[src/core/aps_pkg.sv]
// package: constants and types of the auto parameter set sequencer
package aps_pkg;
  // register byte offsets
  localparam logic [4:0] OFS_CTRL = 5'h00;
  localparam logic [4:0] OFS_TOTAL = 5'h04;
  localparam logic [4:0] OFS_INDEX = 5'h08;
  localparam logic [4:0] OFS_EXEC = 5'h0C;
  localparam logic [4:0] OFS_CMD = 5'h10;
  localparam logic [4:0] OFS_ACTIVE = 5'h14;
  localparam logic [4:0] OFS_STATUS = 5'h18;
  localparam logic [4:0] OFS_APPLIED = 5'h1C;
  // field positions
  localparam int CTRL_ON_BIT = 0;
  localparam int CTRL_MODE_BIT = 1;
  localparam int CMD_STORE_BIT = 0;
  localparam int CMD_LOAD_BIT = 1;
  localparam int ST_SET_LSB = 0;
  localparam int ST_USES_LSB = 8;
  localparam int ST_RUN_BIT = 20;
  localparam int ST_BUSY_BIT = 21;
  localparam int ST_DRAIN_BIT = 22;
  // ranges
  localparam int SET_IDX_W = 6;
  localparam int TOTAL_W = 7;
  localparam int EXEC_W = 9;
  localparam logic [6:0] TOTAL_MIN = 7'h01;
  localparam logic [6:0] TOTAL_MAX = 7'h40;
  localparam logic [8:0] EXEC_MIN = 9'h001;
  localparam logic [8:0] EXEC_MAX = 9'h100;
  // values after reset
  localparam logic [6:0] TOTAL_RST = 7'h01;
  localparam logic [5:0] INDEX_RST = 6'h00;
  localparam logic [8:0] EXEC_RST = 9'h001;
  localparam logic [31:0] PARAM_RST = 32'h0000_0000;
  localparam logic [1:0] SYNC_RST = 2'h0;
  // sequencer states, one-hot
  typedef enum logic [2:0] {
    ST_IDLE = 3'b001,
    ST_RUN = 3'b010,
    ST_DRAIN = 3'b100
  } aps_state_e;
endpackage

[src/core/aps_set_if.sv]
// interface: write and read paths into the parameter set storage
`timescale 1ns/100ps
`default_nettype none
interface aps_set_if #(parameter int PARAM_W = 32, parameter int IDX_W = 6, parameter int EXEC_W = 9);
  logic wr_en; // one-cycle store strobe
  logic [IDX_W-1:0] wr_idx; // set being stored
  logic [PARAM_W-1:0] wr_param; // parameters to store
  logic [EXEC_W-1:0] wr_exec; // repeat count to store
  logic [IDX_W-1:0] rd_idx; // set being looked at
  logic [PARAM_W-1:0] rd_param; // its parameters
  logic [EXEC_W-1:0] rd_exec; // its repeat count
  modport ctrl (output wr_en, wr_idx, wr_param, wr_exec, rd_idx, input rd_param, rd_exec);
  modport store (input wr_en, wr_idx, wr_param, wr_exec, rd_idx, output rd_param, rd_exec);
endinterface
`default_nettype wire

[src/core/aps_top.sv]
// module: auto parameter set sequencer with its avalon register slave
`timescale 1ns/100ps
`default_nettype none
module aps_top import aps_pkg::*; #(
  parameter int PARAM_W = 32,
  parameter int NSETS = 64
) (
  // clock and reset
  input wire logic clk,
  input wire logic reset_n,
  // avalon-mm register slave
  input wire logic [4:0] address,
  input wire logic read,
  input wire logic write,
  input wire logic [31:0] writedata,
  output logic [31:0] readdata,
  output logic waitrequest,
  // frame timing pins
  input wire logic frame_trig,
  input wire logic frame_done,
  // parameters to the sensor path
  output logic [PARAM_W-1:0] applied_param,
  output logic [SET_IDX_W-1:0] cur_set,
  output logic seq_running
);
  // reset release synchroniser
  logic [1:0] rst_sync_ff;
  logic rst_n;
  // pin synchronisers and edge memory
  logic [1:0] trig_sync_ff;
  logic [1:0] done_sync_ff;
  logic trig_d_ff;
  logic done_d_ff;
  logic trig_rise;
  logic done_rise;
  // software registers
  logic sequencer_on_ff;
  logic mode_auto_n_ff; // 0 selects automatic advance
  logic [TOTAL_W-1:0] total_ff;
  logic [SET_IDX_W-1:0] index_ff;
  logic [EXEC_W-1:0] exec_ff;
  logic [PARAM_W-1:0] user_param_ff; // active set seen by software
  // bus handshake
  logic wait_ff;
  logic [31:0] rdata_ff;
  logic [31:0] nxt_rdata;
  logic bus_wr;
  logic bus_rd;
  // sequencer state
  aps_state_e state_ff;
  aps_state_e nxt_state;
  logic [SET_IDX_W-1:0] set_ff;
  logic [SET_IDX_W-1:0] nxt_set;
  logic [EXEC_W-1:0] uses_ff;
  logic first_ff; // next trigger is the first after enable
  logic busy_ff; // exposure or readout in progress
  logic load_pend_ff; // newly selected set still to be read out
  logic [PARAM_W-1:0] applied_ff;
  // decoded actions
  logic start_seq;
  logic stop_seq;
  logic step_seq;
  logic advance;
  logic do_store;
  logic do_load;

  // storage path between controller and sets
  aps_set_if #(.PARAM_W(PARAM_W), .IDX_W(SET_IDX_W), .EXEC_W(EXEC_W)) sif ();

  aps_set_store #(.NSETS(NSETS)) u_store (
    .clk(clk),
    .rst_n(rst_n),
    .sif(sif)
  );

  // clamp a written value into [lo, hi]
  function automatic logic [8:0] clamp9(input logic [31:0] v, input logic [8:0] lo, input logic [8:0] hi);
    if (v < {23'h0, lo}) begin
      clamp9 = lo;
    end else if (v > {23'h0, hi}) begin
      clamp9 = hi;
    end else begin
      clamp9 = v[8:0];
    end
  endfunction

  // next set in the cycle, wrapping at the cycle length
  function automatic logic [5:0] next_set(input logic [5:0] s, input logic [6:0] tot);
    if ({1'b0, s} + 7'h01 >= tot) begin
      next_set = 6'h00;
    end else begin
      next_set = s + 6'h01;
    end
  endfunction

  // reset: asserted at once, released through two flops
  always_ff @(posedge clk or negedge reset_n) begin
    if (!reset_n) begin
      rst_sync_ff <= SYNC_RST;
    end else begin
      rst_sync_ff <= {rst_sync_ff[0], 1'b1};
    end
  end
  assign rst_n = rst_sync_ff[1];

  // pin synchronisers, two flops each
  always_ff @(posedge clk or negedge rst_n) begin
    if (!rst_n) begin
      trig_sync_ff <= SYNC_RST;
      done_sync_ff <= SYNC_RST;
      trig_d_ff <= 1'b0;
      done_d_ff <= 1'b0;
    end else begin
      trig_sync_ff <= {trig_sync_ff[0], frame_trig};
      done_sync_ff <= {done_sync_ff[0], frame_done};
      trig_d_ff <= trig_sync_ff[1];
      done_d_ff <= done_sync_ff[1];
    end
  end
  // rising edges of the synchronised pins
  assign trig_rise = trig_sync_ff[1] & ~trig_d_ff;
  assign done_rise = done_sync_ff[1] & ~done_d_ff;

  // bus: request held one cycle with waitrequest high, then accepted
  always_ff @(posedge clk or negedge rst_n) begin
    if (!rst_n) begin
      wait_ff <= 1'b1;
    end else begin
      wait_ff <= ~((read | write) & wait_ff);
    end
  end
  // write takes effect at the edge where waitrequest is low; read data is captured one edge earlier, while it is high
  assign bus_wr = write & ~wait_ff;
  assign bus_rd = read & wait_ff;

  // read mux; unmapped addresses read zero
  always_comb begin
    nxt_rdata = 32'h0000_0000;
    unique case (address)
      OFS_CTRL: begin
        nxt_rdata[CTRL_ON_BIT] = sequencer_on_ff;
        nxt_rdata[CTRL_MODE_BIT] = mode_auto_n_ff;
      end
      OFS_TOTAL: nxt_rdata[TOTAL_W-1:0] = total_ff;
      OFS_INDEX: nxt_rdata[SET_IDX_W-1:0] = index_ff;
      OFS_EXEC: nxt_rdata[EXEC_W-1:0] = exec_ff;
      OFS_ACTIVE: nxt_rdata[PARAM_W-1:0] = user_param_ff;
      OFS_STATUS: begin
        nxt_rdata[ST_SET_LSB +: SET_IDX_W] = set_ff;
        nxt_rdata[ST_USES_LSB +: EXEC_W] = uses_ff;
        nxt_rdata[ST_RUN_BIT] = (state_ff == ST_RUN);
        nxt_rdata[ST_BUSY_BIT] = busy_ff;
        nxt_rdata[ST_DRAIN_BIT] = (state_ff == ST_DRAIN);
      end
      OFS_APPLIED: nxt_rdata[PARAM_W-1:0] = applied_ff;
      default: nxt_rdata = 32'h0000_0000;
    endcase
  end

  // read data captured while waitrequest is high, stands at the accept edge
  always_ff @(posedge clk or negedge rst_n) begin
    if (!rst_n) begin
      rdata_ff <= 32'h0000_0000;
    end else if (bus_rd) begin
      rdata_ff <= nxt_rdata;
    end
  end

  // control register: enable and advance mode
  always_ff @(posedge clk or negedge rst_n) begin
    if (!rst_n) begin
      sequencer_on_ff <= 1'b0;
      mode_auto_n_ff <= 1'b0;
    end else if (bus_wr && address == OFS_CTRL) begin
      sequencer_on_ff <= writedata[CTRL_ON_BIT];
      // mode is only changed while off
      if (!sequencer_on_ff) begin
        mode_auto_n_ff <= writedata[CTRL_MODE_BIT];
      end
    end
  end

  // configuration registers, total and repeat count clamped into their ranges, index truncated
  always_ff @(posedge clk or negedge rst_n) begin
    if (!rst_n) begin
      total_ff <= TOTAL_RST;
      index_ff <= INDEX_RST;
      exec_ff <= EXEC_RST;
    end else if (bus_wr) begin
      // cycle length 1..64
      if (address == OFS_TOTAL && state_ff == ST_IDLE) begin
        total_ff <= TOTAL_W'(clamp9(writedata, {2'h0, TOTAL_MIN}, {2'h0, TOTAL_MAX}));
      end
      // selection index 0..63
      if (address == OFS_INDEX) begin
        index_ff <= writedata[SET_IDX_W-1:0];
      end
      // repeat count 1..256
      if (address == OFS_EXEC) begin
        exec_ff <= clamp9(writedata, EXEC_MIN, EXEC_MAX);
      end
    end
  end

  // store and load commands act only while the sequencer is idle
  assign do_store = bus_wr & (address == OFS_CMD) & writedata[CMD_STORE_BIT] & (state_ff == ST_IDLE);
  assign do_load = bus_wr & (address == OFS_CMD) & writedata[CMD_LOAD_BIT] & (state_ff == ST_IDLE);

  // software's active parameters; frozen while sequencing
  always_ff @(posedge clk or negedge rst_n) begin
    if (!rst_n) begin
      user_param_ff <= PARAM_RST[PARAM_W-1:0];
    end else if (do_load) begin
      user_param_ff <= sif.rd_param;
    end else if (bus_wr && address == OFS_ACTIVE && state_ff == ST_IDLE && !sequencer_on_ff) begin
      user_param_ff <= writedata[PARAM_W-1:0];
    end
  end

  // storage write: active values plus repeat count into selected set
  assign sif.wr_en = do_store;
  assign sif.wr_idx = index_ff;
  assign sif.wr_param = user_param_ff;
  assign sif.wr_exec = exec_ff;

  // sequencer events
  assign start_seq = (state_ff == ST_IDLE) & sequencer_on_ff & ~mode_auto_n_ff;
  assign stop_seq = (state_ff != ST_IDLE) & ~sequencer_on_ff;
  assign step_seq = (state_ff == ST_RUN) & sequencer_on_ff & trig_rise;
  // compare uses so far with the current set's repeat count
  assign advance = step_seq & ~first_ff & (uses_ff >= sif.rd_exec);

  // read port looks at the current set, or the load target while idle
  always_comb begin
    nxt_set = set_ff;
    if (start_seq) begin
      nxt_set = 6'h00;
    end else if (advance) begin
      nxt_set = next_set(set_ff, total_ff);
    end
  end
  assign sif.rd_idx = (state_ff == ST_IDLE && !start_seq) ? index_ff : set_ff;

  // frame busy: set by trigger, cleared by end of transmission; set wins
  always_ff @(posedge clk or negedge rst_n) begin
    if (!rst_n) begin
      busy_ff <= 1'b0;
    end else if (trig_rise && state_ff != ST_IDLE) begin
      busy_ff <= 1'b1;
    end else if (done_rise || state_ff == ST_IDLE) begin
      busy_ff <= 1'b0;
    end
  end

  // state machine: run, then drain the frame in flight on disable
  always_comb begin
    nxt_state = state_ff;
    unique case (state_ff)
      ST_IDLE: begin
        if (start_seq) begin
          nxt_state = ST_RUN;
        end
      end
      ST_RUN: begin
        if (stop_seq) begin
          // wait for the frame in flight before stopping
          nxt_state = (busy_ff && !done_rise) ? ST_DRAIN : ST_IDLE;
        end
      end
      ST_DRAIN: begin
        if (done_rise) begin
          nxt_state = ST_IDLE;
        end
      end
      default: nxt_state = ST_IDLE;
    endcase
  end

  // state register
  always_ff @(posedge clk or negedge rst_n) begin
    if (!rst_n) begin
      state_ff <= ST_IDLE;
    end else begin
      state_ff <= nxt_state;
    end
  end

  // set selection: moves only at trigger boundaries or on enable
  always_ff @(posedge clk or negedge rst_n) begin
    if (!rst_n) begin
      set_ff <= 6'h00;
      load_pend_ff <= 1'b0;
    end else begin
      load_pend_ff <= start_seq | advance; // read port follows set_ff a cycle later
      if (start_seq || advance) begin
        set_ff <= nxt_set;
      end
    end
  end

  // consecutive use counter
  always_ff @(posedge clk or negedge rst_n) begin
    if (!rst_n) begin
      uses_ff <= 9'h000;
      first_ff <= 1'b0;
    end else if (start_seq) begin
      uses_ff <= 9'h000;
      first_ff <= 1'b1;
    end else if (step_seq) begin
      first_ff <= 1'b0;
      // advancing or first frame counts the new set's first use
      if (advance || first_ff) begin
        uses_ff <= 9'h001;
      end else begin
        uses_ff <= uses_ff + 9'h001;
      end
    end
  end

  // applied parameters: set contents while sequencing, software's otherwise
  always_ff @(posedge clk or negedge rst_n) begin
    if (!rst_n) begin
      applied_ff <= PARAM_RST[PARAM_W-1:0];
    end else if (state_ff == ST_IDLE && !start_seq) begin
      applied_ff <= user_param_ff;
    end else if (state_ff == ST_DRAIN) begin
      applied_ff <= applied_ff; // held until the frame is out
    end else if (load_pend_ff) begin
      // set 0 after enable, the next set after advance, once selected
      applied_ff <= sif.rd_param;
    end
  end

  // output flops: selection and running flag
  always_ff @(posedge clk or negedge rst_n) begin
    if (!rst_n) begin
      cur_set <= 6'h00;
      seq_running <= 1'b0;
    end else begin
      cur_set <= (state_ff == ST_IDLE) ? 6'h00 : set_ff;
      seq_running <= (state_ff != ST_IDLE);
    end
  end

  // bus outputs straight from flops
  assign readdata = rdata_ff;
  assign waitrequest = wait_ff;
  assign applied_param = applied_ff;
endmodule
`default_nettype wire

[src/core/aps_set_store.sv]
// module: flip-flop storage of all parameter sets and repeat counts
`timescale 1ns/100ps
`default_nettype none
module aps_set_store import aps_pkg::*; #(
  parameter int NSETS = 64
) (
  // clock and reset
  input wire logic clk,
  input wire logic rst_n,
  // storage port
  aps_set_if.store sif
);
  // one word of parameters and one repeat count per set
  logic [$bits(sif.wr_param)-1:0] param_ff [NSETS];
  logic [EXEC_W-1:0] exec_ff [NSETS];

  // volatile: every reset returns all sets to defaults
  always_ff @(posedge clk or negedge rst_n) begin
    if (!rst_n) begin
      for (int i = 0; i < NSETS; i++) begin
        param_ff[i] <= PARAM_RST[$bits(sif.wr_param)-1:0];
        exec_ff[i] <= EXEC_RST;
      end
    end else if (sif.wr_en) begin
      // store overwrites whatever the set held
      param_ff[sif.wr_idx] <= sif.wr_param;
      exec_ff[sif.wr_idx] <= sif.wr_exec;
    end
  end

  // read mux by index
  assign sif.rd_param = param_ff[sif.rd_idx];
  assign sif.rd_exec = exec_ff[sif.rd_idx];
endmodule
`default_nettype wire

[config.mk]
export PLATFORM = sky130hd
export DESIGN_NAME = aps_top
export DESIGN_NICKNAME = d
export VERILOG_FILES = /design/src/core/aps_pkg.sv /design/src/core/aps_set_if.sv /design/src/core/aps_top.sv /design/src/core/aps_set_store.sv
export SDC_FILE = /design/constraint.sdc
export NUM_CORES = 2
export LEC_CHECK = 0
export BUFFER_PORTS_ARGS = -buffer_cell sky130_fd_sc_hd__buf_2
export CAP_MARGIN = 10
export CORE_ASPECT_RATIO = 1.25
export CORE_MARGIN = 1
export CORE_UTILIZATION = 58
export CTS_CLUSTER_SIZE = 24
export DETAILED_ROUTE_END_ITERATION = 8
export PLACE_DENSITY = 0.74
export SLEW_MARGIN = 40
export SYNTH_ARGS = -nofsm -noshare
export SYNTH_HDL_FRONTEND = slang
export SYNTH_HIERARCHICAL = 1
export SYNTH_SLANG_ARGS = --single-unit
[constraint.sdc]
create_clock -name clk -period 106.6 [get_ports clk]
set_clock_uncertainty 0.2 [all_clocks]
set_input_delay 15.99 -clock clk [delete_from_list [all_inputs] [get_ports clk]]
set_output_delay 15.99 -clock clk [all_outputs]
set_load 0.005 [all_outputs]
; After elaboration in Yosys (flattened, before gate mapping)
; Index checks and enable logic that the tools add are counted.
[word_totals]
reg_bits = 2781
word_cells = 279
inputBits = 43
out_inout_bits = 72
[op_classes]
n_eq_ne = 15
n_bitwise = 28
addsub = 3
reduce_logical = 28
n_lt_le_gt_ge = 8
mux = 47
[ops]
columns = operator, n
row1 = bitwise mux 2048 bit, 1
row2 = bitwise mux 576 bit, 1
row3 = 2-to-1 mux 32 bit, 8
row4 = binary-select mux 32 bit (select 6 bit), 1
row5 = demux 32 bit (select 6 bit), 1
row6 = 2-to-1 mux 9 bit, 8
row7 = binary-select mux 9 bit (select 6 bit), 1
row8 = demux 9 bit (select 6 bit), 1
row9 = > comparator 32 x 7 -> 1 bit (second input constant), 1
row10 = > comparator 32 x 9 -> 1 bit (second input constant), 1
row11 = less-than comparator 32 x 1 -> 1 bit (second input constant), 1
row12 = 2-to-1 mux 6 bit, 5
row13 = case mux 4 bit (6 select lines), 1
row14 = case mux 8 bit (3 select lines), 1
row15 = equality test 5 bit (second input constant), 4
row16 = case mux 3 bit (3 select lines), 2
row17 = case mux 9 bit (2 select lines), 1
row18 = bitwise AND 1 bit, 17
row19 = greater-or-equal comparator 7 bit (second input constant), 2
row20 = 2-to-1 mux 7 bit, 2
row21 = NOT 6 -> 7 bit, 2
row22 = case mux 2 bit (7 select lines), 1
row23 = 2-to-1 mux 3 bit, 4
row24 = AND reduction 2 bit, 6
row25 = other kinds (25), 56

; Logic depth before layout (Yosys ltp)
[depth]
depth_word = 16
mapped_depth = 25
mapped_depth_nobuf = 18

; Cells and area by module
; Netlist, hierarchy kept.
[by_module_without_submodules]
columns = module, seq_area_each_um2, n_inst, cells_each, area_per_inst_um2
row1 = aps_set_store, 65743.1, 1, 7520, 118621.3
row2 = aps_top, 3933.8, 1, 790, 7965.1

; Least setup slack after synthesis
; Ideal clock, no wire load.
[synth_path]
path_kind = input -> register
from = input port address[3]
to = register u_store/exec_ff[10] (netlist bit)
path_stages = 10
path_buffers = 3
setup_slack_ns = 88.017
setup_time_ns = 0.125
arrival_ns = 18.258
required_time_ns = 106.275
cell_sequence = clkbuf_1 -> buf_2 -> nor3_1 -> nand3_1 -> nor2_1 -> nor2b_1 -> nand3_1 -> nor2_1 -> buf_2 -> mux2_2
[synth_via]
elab_chain_len = 4
[synth_lines]
columns = item, line
row1 = start: declaration, aps_top.sv:12  ; input wire logic [4:0] address,
row2 = equality test 5 bit, aps_top.sv:206  ; assign do_store = bus_wr & (address == OFS_CMD) & writedata[CMD_STORE_BIT] & (state_ff == ST_IDLE);
row3 = bitwise AND 1 bit (3 in a row), aps_top.sv:206
row4 = named net do_store, aps_top.sv:64  ; logic do_store;
row5 = end signal: indexed assignment, aps_set_store.sv:27  ; exec_ff[sif.wr_idx] <= sif.wr_exec;
row6 = end: declaration, aps_set_store.sv:15  ; logic [EXEC_W-1:0] exec_ff [NSETS];
; The timed path passes the listed nets, and every way through them passes these cells.
; A chain may end at the register's enable or synchronous reset.

; Final worst setup path
[layout_path]
from = input port address[3]
to = register u_store/param_ff[214] (netlist bit)
[layout_via]
elab_chain_len = 4
[layout_lines]
columns = item, line
row1 = equality test 5 bit, aps_top.sv:206
row2 = bitwise AND 1 bit (3 in a row), aps_top.sv:206
row3 = named net do_store, aps_top.sv:64
row4 = end signal: indexed assignment, aps_set_store.sv:21  ; param_ff[i] <= PARAM_RST[$bits(sif.wr_param)-1:0];
row5 = end signal: indexed assignment, aps_set_store.sv:26  ; param_ff[sif.wr_idx] <= sif.wr_param;
row6 = end: declaration, aps_set_store.sv:14  ; logic [$bits(sif.wr_param)-1:0] param_ff [NSETS];
; The timed path passes the listed nets, and every way through them passes these cells.

==> run_results.csv <==
group,metric,value,unit
outcome,status,"completed",
route,finalWirelength,345,mm
sta,rsz0062_at_grt,"no",
sta,finalCritPeriodShare,18.4,%
route,post_drt_via_cell_ratio,6.63,
critical_path,path_class,"in -> reg",
sta,slew_headroom,36.5,%
power_and_ir_drop,p_clk_share,40.1,%
route,wire_per_inst,30.7,um
clocking,clockRootBuffer,"clkbuf_16",
critical_path,cp_slowest_cell,"nor2_4",
global_route,grt_pass1_wl,518,mm
synth,synthSimpleGateAreaFrac,1.95,%
synth,synth_area,0.127,mm2
synth,syn-num-nets,8371,
clocking,cts-resized-gates,0,
sta,period_needed,19.62,ns
critical_path,cp-end-kind,"flip-flop",
sta,max_slew.worst_pin.slew,0.948,ns
synth,synth-compound-area-share,3.02,%
clocking,h-tree-depth,5,
global_route,first_global_vias,79082,
critical_path,cp_num_buf_inv,2,
job,drv_cap,0,
synth,synth_top_family_by_area,"multiplexers",
sta,tns,0,ns
placed_design,gp_congestion,0.878,
clocking,cts_buffer_depth,4,
synth,synth_common_cells,"mux2_2 (2759), dfrtp_1 (2713), mux4_2 (593)",
critical_path,worstSetupPathDepth,8,
floorplan,die_h,524,um
floorplan,dieArea,0.220,mm2
global_route,overflow,0,
critical_path,crit_fanout,34,
synth,synth_edf_count,0,
critical_path,cp_cell_sequence,"buf_2, nor3_1, nand3_1, nor2_1, nand3_1, nor2_4, buf_4, mux2_2",
sta,max_freq,51.0,MHz
final_layout,drive_above_1_share,52.6,%
critical_path,max_stage_delay,0.86,ns
power_and_ir_drop,ir_drop,0.0132,mV
global_route,grt_max_degree,159,
power_and_ir_drop,p_sw,742,uW
power_and_ir_drop,combPwrFrac,16.5,%
final_layout,syn_to_final_growth,10.5,%
power_and_ir_drop,sw_frac_of_total,29.6,%
sta,hold_violations,0,
sta,finalMaxSlewViolations,0,
synth,yosysMostFrequentCell,"mux2_2",
clocking,cts.clk_slew.worst_paths,0.06,ns
synth,synth.area.mux_share,36.6,%
critical_path,worstPathRequired,107.10,ns
final_layout,utilization,64.5,%
clocking,cts_buffers,283,
synth,synthTopCellsByArea,"dfrtp_1 (54%), mux2_2 (25%), mux4_2 (11%)",
floorplan,start_util,58.4,%
placed_design,numPortBuffers,114,
synth,synthAdderAreaFrac,0.178,%
final_layout,fin_nets,8187,
synth,ys.flop_type,"dfrtp_1",
route,first_iter_violations,6854,
synth,synth-xor-area-share,0.0761,%
clocking,hold_buffers,0,
synth,synth.distinct_cells,71,
synth,netlist.area_leader.share,53.6,%
critical_path,cp.arrival,20.12,ns
route,drc,0,
sta,timing.hold.ws,0.148,ns
power_and_ir_drop,power_leakage,0.0663,uW
floorplan,die_w,420,um
synth,yosysWarnings,6,
synth,synth_area_leader_cell,"dfrtp_1",
route,antenna_left,0,
sta,setup_viol,0,
floorplan,io_pins,115,
synth,avgSynthCellArea,15.2,um2
power_and_ir_drop,p_int,1770,uW
clocking,clk_latency,0.85,ns
critical_path,rr_worst_depth,20,
clocking,cts_tree,"done",
synth,yosysSeqAreaShare,55.0,%
min_path,holdCritPathClass,"reg -> reg",
power_and_ir_drop,p_per_area,17.9,mW/mm2
critical_path,startpoint_type,"input port",
critical_path,cpMostUsedCell,"nand3_1",
global_route,globalRouteTotalUtil,31.7,%
synth,async_flop_share,100,%
synth,synthCells,8310,
critical_path,path_delay_family,"simple AND/OR/NAND/NOR gates",
floorplan,rows,191,
placed_design,dp_hpwl,207,mm
clocking,cts.sinks,2781,
route,num_vias,74643,
min_path,hold_depth,0,
synth,yosys_register_bits,2781,
floorplan,core,0.217,mm2
power_and_ir_drop,p_seq_share,43.4,%
clocking,post-cts-setup-buffer-count,0,
global_route,grt_antenna_before_repair,18,
route,first_pass_iters,6,
-- final cells by class --
type	instances	area, um2
well taps	2895	3620
multi-input cells	4673	53800
repair buffers	363	3140
clock inverters	68	796
diodes	11	27.5
inverters	24	92.6
fillers	15220	76900
flip-flops and latches	2781	69700
clock buffers	435	8610
-- power by group through the flow --
stage	sequential, uW	combinational (uW)	clock [uW]
after global routing	1090	431	1060
after CTS	1090	403	1020
after detailed placement	1110	401	0
after global placement	1110	386	0
final	1090	413	1000
after floorplan	1120	221	0
-- per-layer routing --
layer	vias up	global-route usage (%)	wire, um
li1	30364	-	-
met1	40745	43.2	140000
met2	2815	50.7	165000
met3	709	6.02	25900
met4	10	12.7	14400
met5	-	0	74
-- final timing paths --
check                           slack (ns)           start               endpoint
worst max-delay path                 86.98      address[3]  u_store/param_ff[214]
worst min-delay path                  0.15  rst_sync_ff[0]         rst_sync_ff[1]
worst max register to register       98.47     state_ff[0]              set_ff[5]
worst min register to register        0.15  rst_sync_ff[0]         rst_sync_ff[1]
max in group asynchronous            91.35         reset_n         rst_sync_ff[1]
min in group asynchronous             0.16  rst_sync_ff[1]     u_store/exec_ff[4]
-- through the flow --
stage / cell area, um2 / total power [uW] / std cells / setup slack (ns)
detailed placement: 130000 / 1510 / 10721 / 86.10
finish: 140000 / 2510 / 11250 / 86.98
floorplan: 127000 / 1340 / 8310 / 23.26
global placement: 129000 / 1490 / 10699 / 86.18
global route: 140000 / 2580 / 11241 / 86.96
CTS: 139000 / 2510 / 11224 / 86.97
-- state kept, by name, summed over array words and instances, names as in the netlist, 7 cells and up --
name / cells
u_store/param_ff: 2048
uses_ff: 9
u_store/exec_ff: 576
readdata: 32
sif.wr_param: 32
exec_ff: 9
applied_param: 32
total_ff: 7
-- cells by family (layout without fill, tap and decap cells) --
| kind of cell | count (synthesis) | count (layout) |
|---|---|---|
| compound gates | 589 | 589 |
| xor+xnor | 11 | 11 |
| fa+ha+maj | 18 | 18 |
| buf+inv | 856 | 890 |
| flops | 2781 | 2781 |
| mux | 3542 | 3542 |
| other cells | 1 | 12 |
| simple gates | 512 | 512 |
-- worst register-to-register path: stages, from the launching register on --
cell,delay (ns)
dfstp_2,0.58
nand2b_4,0.09
nor2_4,0.17
inv_4,0.10
a21oi_4,0.41
mux2_8,0.65
buf_12,0.55
buf_6,0.69
buf_4,0.74
mux4_2,0.41
o22ai_1,0.14
nor4_1,0.74
o22a_1,0.56
inv_1,0.10
ha_1,0.19
a21o_1,0.17
a21o_1,0.18
a221o_1,0.37
o21ai_2,0.53
mux2_2,0.41
nor2_1,0.08
-- cells in the final DEF (no fill, tap or decap), drive strengths merged, types with 6 or more instances in the layout --
cell type and instances:
nor3 25, clkbuf 441, ha 18, nor2b 17, o21ai 118, mux2 2759
o221ai 28, bufinv 13, nor2 170, o211ai 13, a311oi 16, clkinv 45
o22ai 182, buf 357, a31oi 16, a211oi 6, nor4 44, or3 6
inv 30, nand3b 8, and2 14, xor2 6, nand2b 23, dfstp 68
dfrtp 2713, diode 11, mux2i 190, o22a 21, nand3 16, a22oi 33
a221oi 18, a2bb2oi 12, nand2 159, nand4 11, a21oi 93, mux4 593
a22o 17
No activity file was read; power rests on OpenSTA's default activity.
